`config.mk`:
```
export PLATFORM = sky130hd
export DESIGN_NAME = cbrs_sequencer
export DESIGN_NICKNAME = d
export VERILOG_FILES = /design/src/rtl/cbrs_avalon_regs.v /design/src/rtl/cbrs_sequencer.v
export VERILOG_INCLUDE_DIRS = /design/src /design/src/rtl
export SDC_FILE = /design/constraint.sdc
export NUM_CORES = 1
export LEC_CHECK = 0
export BUFFER_PORTS_ARGS = -buffer_cell sky130_fd_sc_hd__clkbuf_2
export CAP_MARGIN = 0
export CORE_AREA = 3 3 199 250
export DETAILED_ROUTE_END_ITERATION = 12
export DIE_AREA = 0 0 202 253
export GPL_ROUTABILITY_DRIVEN = 0
export HOLD_SLACK_MARGIN = 0.03
export PLACE_DENSITY = 0.73
export SLEW_MARGIN = 40
export SYNTH_ARGS = -nofsm -noshare
export SYNTH_HDL_FRONTEND = slang
export SYNTH_SLANG_ARGS = --single-unit
```
`constraint.sdc`:
```
create_clock -name i_clock -period 8.6 [get_ports i_clock]
set_input_delay 0.86 -clock i_clock [delete_from_list [all_inputs] [get_ports i_clock]]
set_output_delay 0.86 -clock i_clock [all_outputs]
set_load 0.1 [all_outputs]
```
`src/rtl/cbrs_consts.vh`:
```
// Contract
// - Two sets of eight thermistors with count sixteen give sixteen consecutive identifiers.
// - Every read position takes an identifier; absent positions send nothing and leave gaps.
// - The second set's first position follows the first set's last identifier directly.
// - Enable address equal to value address, count one: send only when value reads one.
// - The serial-line slave node address comes from a writable setting.
// - Stride is added to both value and enable addresses between successive reads.
// - Slot zero starts at first identifier plus 64; later slots follow by count.
// - Each position reads its enable register and sends only when it shows enabled.
// - A slot whose value base address is zero sends no messages.
`ifndef CBRS_CONSTS_VH
`define CBRS_CONSTS_VH

// Register byte addresses
`define CBRS_ADDR_CTRL 8'h00
`define CBRS_ADDR_ID_BASE 8'h04
`define CBRS_ADDR_NODE 8'h08
`define CBRS_ADDR_STATUS 8'h0c
`define CBRS_SLOT_FIRST 4'h1
`define CBRS_SLOT_LAST 4'h4

// Word index of each field inside a slot's 16-byte window
`define CBRS_FLD_VBASE 2'h0
`define CBRS_FLD_EBASE 2'h1
`define CBRS_FLD_STRIDE 2'h2
`define CBRS_FLD_COUNT 2'h3

// Field positions
`define CBRS_CTRL_RUN_BIT 0
`define CBRS_EN_BIT 0
`define CBRS_STAT_BUSY_BIT 0
`define CBRS_STAT_SLOT_LSB 4
`define CBRS_STAT_SENT_LSB 16

// Reset values
`define CBRS_RST_RUN 1'b0
`define CBRS_RST_ID_BASE 11'h100
`define CBRS_RST_NODE 8'h01
`define CBRS_RST_FIELD 16'h0000

// First slot identifier sits this far above the configured first identifier
`define CBRS_ID_SLOT_OFFSET 11'h040
`define CBRS_LAST_SLOT 2'h3

// Timing
`define CBRS_INTERVAL_US 500000
`define CBRS_CLK_MHZ 50

`endif

```
`src/rtl/cbrs_avalon_regs.v`:
```
`timescale 1ns/1ps
`include "cbrs_consts.vh"

module cbrs_avalon_regs (
   // Clock and reset
   input wire i_clock,
   input wire i_reset_n,
   // Avalon-MM slave
   input wire [7:0] i_avs_address,
   input wire i_avs_read,
   input wire i_avs_write,
   input wire [31:0] i_avs_writedata,
   output reg [31:0] o_avs_readdata,
   output wire o_avs_waitrequest,
   // Configuration out
   output wire o_run,
   output wire [10:0] o_id_base,
   output wire [7:0] o_node_addr,
   output wire [63:0] o_value_base,
   output wire [63:0] o_enable_base,
   output wire [63:0] o_stride,
   output wire [63:0] o_count,
   // Status in
   input wire i_busy,
   input wire [1:0] i_slot,
   input wire [15:0] i_sent_count
);

   reg ack_reg;
   reg run_reg;
   reg [10:0] id_base_reg;
   reg [7:0] node_reg;
   reg [15:0] field_reg [0:15];
   wire req;
   wire wr_now;
   integer k;

   // Returns {hit, slot, field} for a slot window address
   function [4:0] slot_decode;
      input [7:0] a;
      begin
         slot_decode[4] = (a[7:4] >= `CBRS_SLOT_FIRST) && (a[7:4] <= `CBRS_SLOT_LAST);
         slot_decode[3:2] = a[5:4] - 2'h1;
         slot_decode[1:0] = a[3:2];
      end
   endfunction

   wire [4:0] dec = slot_decode(i_avs_address);
   wire [3:0] fidx = dec[3:0];

   // One wait state on every access; the answer is known one edge after the request
   assign req = i_avs_read | i_avs_write;
   assign o_avs_waitrequest = req & ~ack_reg;
   assign wr_now = i_avs_write & ack_reg;

   always @(posedge i_clock or negedge i_reset_n) begin
      if (!i_reset_n) begin
         ack_reg <= 1'b0;
         o_avs_readdata <= 32'h00000000;
         run_reg <= `CBRS_RST_RUN;
         id_base_reg <= `CBRS_RST_ID_BASE;
         node_reg <= `CBRS_RST_NODE;
         for (k = 0; k < 16; k = k + 1) begin
            field_reg[k] <= `CBRS_RST_FIELD;
         end
      end else begin
         ack_reg <= req & ~ack_reg;
         if (i_avs_read && !ack_reg) begin
            o_avs_readdata <= 32'h00000000;
            if (dec[4]) begin
               o_avs_readdata <= {16'h0000, field_reg[fidx]};
            end else begin
               case (i_avs_address & 8'hfc)
                  `CBRS_ADDR_CTRL: o_avs_readdata[`CBRS_CTRL_RUN_BIT] <= run_reg;
                  `CBRS_ADDR_ID_BASE: o_avs_readdata <= {21'h000000, id_base_reg};
                  `CBRS_ADDR_NODE: o_avs_readdata <= {24'h000000, node_reg};
                  `CBRS_ADDR_STATUS: begin
                     o_avs_readdata[`CBRS_STAT_BUSY_BIT] <= i_busy;
                     o_avs_readdata[`CBRS_STAT_SLOT_LSB +: 2] <= i_slot;
                     o_avs_readdata[`CBRS_STAT_SENT_LSB +: 16] <= i_sent_count;
                  end
                  default: o_avs_readdata <= 32'h00000000;
               endcase
            end
         end
         if (wr_now) begin
            if (dec[4]) begin
               field_reg[fidx] <= i_avs_writedata[15:0];
            end else begin
               case (i_avs_address & 8'hfc)
                  `CBRS_ADDR_CTRL: run_reg <= i_avs_writedata[`CBRS_CTRL_RUN_BIT];
                  `CBRS_ADDR_ID_BASE: id_base_reg <= i_avs_writedata[10:0];
                  `CBRS_ADDR_NODE: node_reg <= i_avs_writedata[7:0];
                  default: run_reg <= run_reg;
               endcase
            end
         end
      end
   end

   assign o_run = run_reg;
   assign o_id_base = id_base_reg;
   assign o_node_addr = node_reg;

   genvar g;
   generate
      for (g = 0; g < 4; g = g + 1) begin : g_slot
         assign o_value_base[g*16 +: 16] = field_reg[g*4 + `CBRS_FLD_VBASE];
         assign o_enable_base[g*16 +: 16] = field_reg[g*4 + `CBRS_FLD_EBASE];
         assign o_stride[g*16 +: 16] = field_reg[g*4 + `CBRS_FLD_STRIDE];
         assign o_count[g*16 +: 16] = field_reg[g*4 + `CBRS_FLD_COUNT];
      end
   endgenerate

endmodule

```
`src/rtl/cbrs_sequencer.v`:
```
`timescale 1ns/1ps
`include "cbrs_consts.vh"

module cbrs_sequencer #(
   parameter [31:0] INTERVAL_CYCLES = `CBRS_INTERVAL_US * `CBRS_CLK_MHZ
) (
   // Clock and reset
   input wire i_clock,
   input wire i_reset_n,
   // Avalon-MM slave
   input wire [7:0] i_avs_address,
   input wire i_avs_read,
   input wire i_avs_write,
   input wire [31:0] i_avs_writedata,
   output wire [31:0] o_avs_readdata,
   output wire o_avs_waitrequest,
   // Internal register read port
   output wire o_rd_req,
   output reg [15:0] o_rd_addr,
   input wire i_rd_ack,
   input wire [15:0] i_rd_data,
   // Outgoing broadcast messages
   output wire o_msg_valid,
   output reg [10:0] o_msg_id,
   output reg [15:0] o_msg_data,
   input wire i_msg_ready,
   // Serial-line slave node address
   output wire [7:0] o_node_addr
);

   localparam [6:0] S_IDLE = 7'h01;
   localparam [6:0] S_SLOT = 7'h02;
   localparam [6:0] S_RD_EN = 7'h04;
   localparam [6:0] S_RD_VAL = 7'h08;
   localparam [6:0] S_SEND = 7'h10;
   localparam [6:0] S_ADV = 7'h20;
   localparam [6:0] S_NEXT = 7'h40;

   wire run;
   wire [10:0] id_base;
   wire [63:0] value_base;
   wire [63:0] enable_base;
   wire [63:0] stride;
   wire [63:0] count;

   reg [6:0] state_reg;
   reg [31:0] timer_reg;
   reg [1:0] slot_reg;
   reg [10:0] id_reg;
   reg [15:0] pos_reg;
   reg [15:0] count_reg;
   reg [15:0] stride_reg;
   reg [15:0] vaddr_reg;
   reg [15:0] eaddr_reg;
   reg [15:0] sent_reg;
   reg [31:0] timer_next;
   wire pass_start;
   wire last_pos;
   wire slot_off;

   // Picks one slot's 16-bit field out of the flattened four-slot buses
   function [15:0] slot_field;
      input [63:0] flat;
      input [1:0] s;
      begin
         slot_field = flat[s*16 +: 16];
      end
   endfunction

   wire [15:0] slot_vbase = slot_field(value_base, slot_reg);
   wire [15:0] slot_ebase = slot_field(enable_base, slot_reg);
   wire [15:0] slot_stride = slot_field(stride, slot_reg);
   wire [15:0] slot_count = slot_field(count, slot_reg);

   cbrs_avalon_regs u_regs (
      .i_clock(i_clock),
      .i_reset_n(i_reset_n),
      .i_avs_address(i_avs_address),
      .i_avs_read(i_avs_read),
      .i_avs_write(i_avs_write),
      .i_avs_writedata(i_avs_writedata),
      .o_avs_readdata(o_avs_readdata),
      .o_avs_waitrequest(o_avs_waitrequest),
      .o_run(run),
      .o_id_base(id_base),
      .o_node_addr(o_node_addr),
      .o_value_base(value_base),
      .o_enable_base(enable_base),
      .o_stride(stride),
      .o_count(count),
      .i_busy(~state_reg[0]),
      .i_slot(slot_reg),
      .i_sent_count(sent_reg)
   );

   assign o_rd_req = state_reg[2] | state_reg[3];
   assign o_msg_valid = state_reg[4];
   // A pass starts only from idle, once the previous interval has run out
   assign pass_start = (state_reg == S_IDLE) && run && (timer_reg == 32'h00000000);
   // Last position of the slot when the next index reaches the latched count
   assign last_pos = (pos_reg + 16'h0001) == count_reg;
   // A zero base or zero count silences the slot, yet its identifiers stay reserved
   assign slot_off = (slot_vbase == 16'h0000) || (slot_count == 16'h0000);

   // Interval timer keeps counting during a pass; an overrunning pass starts the next one at once
   always @* begin
      timer_next = timer_reg;
      if (pass_start) begin
         timer_next = INTERVAL_CYCLES - 32'h00000001;
      end else if (timer_reg != 32'h00000000) begin
         timer_next = timer_reg - 32'h00000001;
      end
   end

   always @(posedge i_clock or negedge i_reset_n) begin
      if (!i_reset_n) begin
         timer_reg <= 32'h00000000;
      end else begin
         timer_reg <= timer_next;
      end
   end

   // Message registers load only on the value answer, so they stand while the consumer stalls
   always @(posedge i_clock or negedge i_reset_n) begin
      if (!i_reset_n) begin
         o_msg_id <= 11'h000;
         o_msg_data <= 16'h0000;
      end else if (state_reg == S_RD_VAL && i_rd_ack) begin
         o_msg_data <= i_rd_data;
         o_msg_id <= id_reg;
      end
   end

   // Accepted messages for the status word; the count wraps silently
   always @(posedge i_clock or negedge i_reset_n) begin
      if (!i_reset_n) begin
         sent_reg <= 16'h0000;
      end else if (o_msg_valid && i_msg_ready) begin
         sent_reg <= sent_reg + 16'h0001;
      end
   end

   always @(posedge i_clock or negedge i_reset_n) begin
      if (!i_reset_n) begin
         state_reg <= S_IDLE;
         slot_reg <= 2'h0;
         id_reg <= 11'h000;
         pos_reg <= 16'h0000;
         count_reg <= 16'h0000;
         stride_reg <= 16'h0000;
         vaddr_reg <= 16'h0000;
         eaddr_reg <= 16'h0000;
         o_rd_addr <= 16'h0000;
      end else begin
         case (state_reg)
            S_IDLE: begin
               if (pass_start) begin
                  slot_reg <= 2'h0;
                  id_reg <= id_base + `CBRS_ID_SLOT_OFFSET;
                  state_reg <= S_SLOT;
               end
            end
            S_SLOT: begin
               // Count and stride are latched so a write mid-slot cannot tear the walk
               pos_reg <= 16'h0000;
               count_reg <= slot_count;
               stride_reg <= slot_stride;
               vaddr_reg <= slot_vbase;
               eaddr_reg <= slot_ebase;
               o_rd_addr <= slot_ebase;
               if (slot_off) begin
                  // Identifiers still advance by count so later slots keep their place
                  id_reg <= id_reg + slot_count[10:0];
                  state_reg <= S_NEXT;
               end else begin
                  state_reg <= S_RD_EN;
               end
            end
            S_RD_EN: begin
               if (i_rd_ack) begin
                  o_rd_addr <= vaddr_reg;
                  if (i_rd_data[`CBRS_EN_BIT]) begin
                     state_reg <= S_RD_VAL;
                  end else begin
                     state_reg <= S_ADV;
                  end
               end
            end
            S_RD_VAL: begin
               if (i_rd_ack) begin
                  state_reg <= S_SEND;
               end
            end
            S_SEND: begin
               if (i_msg_ready) begin
                  state_reg <= S_ADV;
               end
            end
            S_ADV: begin
               // Every position consumes an identifier, sent or not
               id_reg <= id_reg + 11'h001;
               pos_reg <= pos_reg + 16'h0001;
               vaddr_reg <= vaddr_reg + stride_reg;
               eaddr_reg <= eaddr_reg + stride_reg;
               o_rd_addr <= eaddr_reg + stride_reg;
               if (last_pos) begin
                  state_reg <= S_NEXT;
               end else begin
                  state_reg <= S_RD_EN;
               end
            end
            S_NEXT: begin
               if (slot_reg == `CBRS_LAST_SLOT) begin
                  state_reg <= S_IDLE;
               end else begin
                  slot_reg <= slot_reg + 2'h1;
                  state_reg <= S_SLOT;
               end
            end
            default: state_reg <= S_IDLE;
         endcase
      end
   end

endmodule

```
==> results.json <==
{
  "yosys_register_bits": 500,
  "critPathMaxStageDelay_ps": 730,
  "cp_num_buf_inv": 2,
  "critPathTopFamily": "compound AO/OA/AOI/OAI gates",
  "p_leak_nw": 13.6,
  "core_um2": 47300,
  "critPathKind": "reg -> reg",
  "p_per_area_nw_per_um2": 256,
  "grt_start_max_net_pins": 91,
  "synth_top_area_cell": "dfrtp_1",
  "initial_utilization": 0.551,
  "root_buffer": "clkbuf_16",
  "synth_xor_area_frac": 0.0275,
  "outcome": "completed",
  "port_buffers": 129,
  "setup_tns_ps": 0,
  "drv_slew": 0,
  "period_needed_ps": 4440,
  "synth_edf_count": 0,
  "cp_max_fo": 41,
  "yosys.area_share.adder": 0.0268,
  "ys_async_sr_fraction": 1.00,
  "die_area_um2": 51100,
  "arrival_ps": 4930,
  "area_growth_pct": 11.2,
  "synth_fp_nets": 2218,
  "drc": 0,
  "grt_pass1_wl_mm": 110,
  "finalSetupViolCount": 0,
  "multi_input_area_um2": 13000,
  "post_drt_wl_per_cell_um": 24.7,
  "fin_crit_sh": 0.517,
  "max_freq_mhz": 225,
  "nNetsFinal": 2297,
  "grt_pass1_vias": 18800,
  "cts_hold_buf": 0,
  "cts.clk_slew.worst_paths_ps": 70,
  "num_vias": 18400,
  "path_cells": "buf_4 > mux4_2 > or2_2 > ha_1 > inv_1 > fa_1 > nor2b_1 > o2111ai_1 > nand3_1 > a2111oi_0 > nor4_1 > a21o_1 > a221o_1",
  "routed_wirelength_mm": 70.6,
  "ys_warn_count": 0,
  "avgSynthCellArea_um2": 12.4,
  "fin_worst_skew_ps": 19.7,
  "overflow": 0,
  "antenna_found_initial": 3,
  "drive_gt1_frac": 0.330,
  "seq_area_frac_synth": 0.480,
  "tightest_slew_ps": 837,
  "yosysMostFrequentCell": "dfrtp_1",
  "hpwl_mm": 47.7,
  "avgViaCountPerCell": 6.43,
  "die_y_um": 253,
  "final_antenna_net_count": 0,
  "ys.flop_type": "dfrtp_1",
  "synthMuxAreaShare": 0.269,
  "htreeDepth": 2,
  "grt_use_total": 0.277,
  "drt-initial-drc-count": 1493,
  "synth_cell_types": 73,
  "cts_made_buffers": 49,
  "cp-end-kind": "flip-flop",
  "maxSlewHeadroom": 0.442,
  "seq_area_um2": 12500,
  "antenna_cells": 0,
  "clk_latency_ps": 600,
  "hold_class": "in -> async",
  "dr.pass1.iters": 5,
  "die_x_um": 202,
  "synth_simple_gate_area_share": 0.100,
  "clk_path_buf_depth": 3,
  "hold_viol_final": 0,
  "rows": 89,
  "syn_area_um2": 26100,
  "num_io_pins": 148,
  "synth_top_family_by_area": "multiplexers",
  "maxCapViolCount": 0,
  "synth_top_area_share": 0.477,
  "ys_top_cells_by_area": "dfrtp_1 48%, mux2_2 13%, mux4_2 13%",
  "syn_inst": 2102,
  "cts_tree": "built",
  "startpoint_type": "flip-flop",
  "cts_num_sinks": 500,
  "vdd_ir_drop_max_mv": 0.170,
  "cts_resized": 0,
  "postCtsSetupBuffers": 0,
  "required_ps": 9090,
  "rsz0062_at_grt": "no",
  "yosys-top-cells-count": "497 x dfrtp_1, 308 x mux2_2, 208 x nand2_1",
  "slowest_stage": "dfrtp_4",
  "synth_compound_area_frac": 0.0724,
  "fillers": 3648,
  "power_mw": 7.41
}
==> area by class of cell <==
cell class	count	share of cell area
sequential	500	0.432
clock buffer	76	0.0503
timing repair buffer	162	0.0323
inverter	28	0.00362
clock inverter	14	0.00664
tap	637	0.0275
multi-input combinational	1440	0.448
==> worst paths after layout <==
check / startpoint / end / slack (ps) / cells past startpoint
max: slot_reg[1] / id_reg[10] / 4160 / 13
min: i_reset_n / o_rd_addr[14] / 270 / 1
max reg2reg: slot_reg[1] / id_reg[10] / 4160 / 13
min reg2reg: timer_reg[27] / timer_reg[27] / 470 / 1
max in group asynchronous: i_reset_n / u_regs.o_value_base[16] / 6410 / 3
min in group i_clock: timer_reg[27] / timer_reg[27] / 470 / 1
==> routing by layer <==
| metal | GRT usage | vias to the layer above | part of all wire |
|---|---|---|---|
| met4 | 0.108 | 4 | 0.042 |
| met2 | 0.482 | 734 | 0.51 |
| met5 | 0 | - | 0.00033 |
| li1 | - | 7951 | - |
| met1 | 0.347 | 9501 | 0.38 |
| met3 | 0.0469 | 189 | 0.066 |
==> cells in the final DEF (no fill, tap or decap), types with 29 or more instances in the layout <==
cell,instances
o21ai_0,73
nor2_1,93
clkbuf_2,125
xor2_1,29
ha_1,51
mux2_2,308
nand3_1,34
mux4_2,145
xnor2_1,53
nand2_1,205
a22oi_1,34
a21oi_1,46
nor3_1,36
dfrtp_1,495
clkbuf_16,49
==> stage by stage <==
stage / area (um^2) / worst slack [ps] / utilization / instances / hold slack, ps
after detailed placement: 27300 / 4200 / 0.577 / 2767 / 456
final: 29000 / 4160 / 0.613 / 2857 / 271
after global placement: 27300 / 4100 / 0.577 / 2767 / 451
after floorplan: 26100 / 4270 / - / 2102 / 434
after CTS: 29000 / 4180 / 0.612 / 2857 / 298
after global routing: 29000 / 3880 / 0.613 / 2857 / 325
==> where the power goes <==
| group | total [mW] | internal [mW] | switching (mW) |
|---|---|---|---|
| sequential | 3.13 | 2.75 | 0.383 |
| clock | 2.23 | 1.29 | 0.937 |
| combinational | 2.06 | 0.779 | 1.28 |
| total | 7.41 | 4.82 | 2.60 |
==> cells by family (layout without fill, tap and decap cells) <==
logic type,count (synthesis),count (layout)
flops,500,500
xor+xnor,82,82
buf+inv,162,280
compound gates,288,288
simple gates,536,536
mux,480,480
fa+ha+maj,54,54
(Power assumes the default switching activity.)
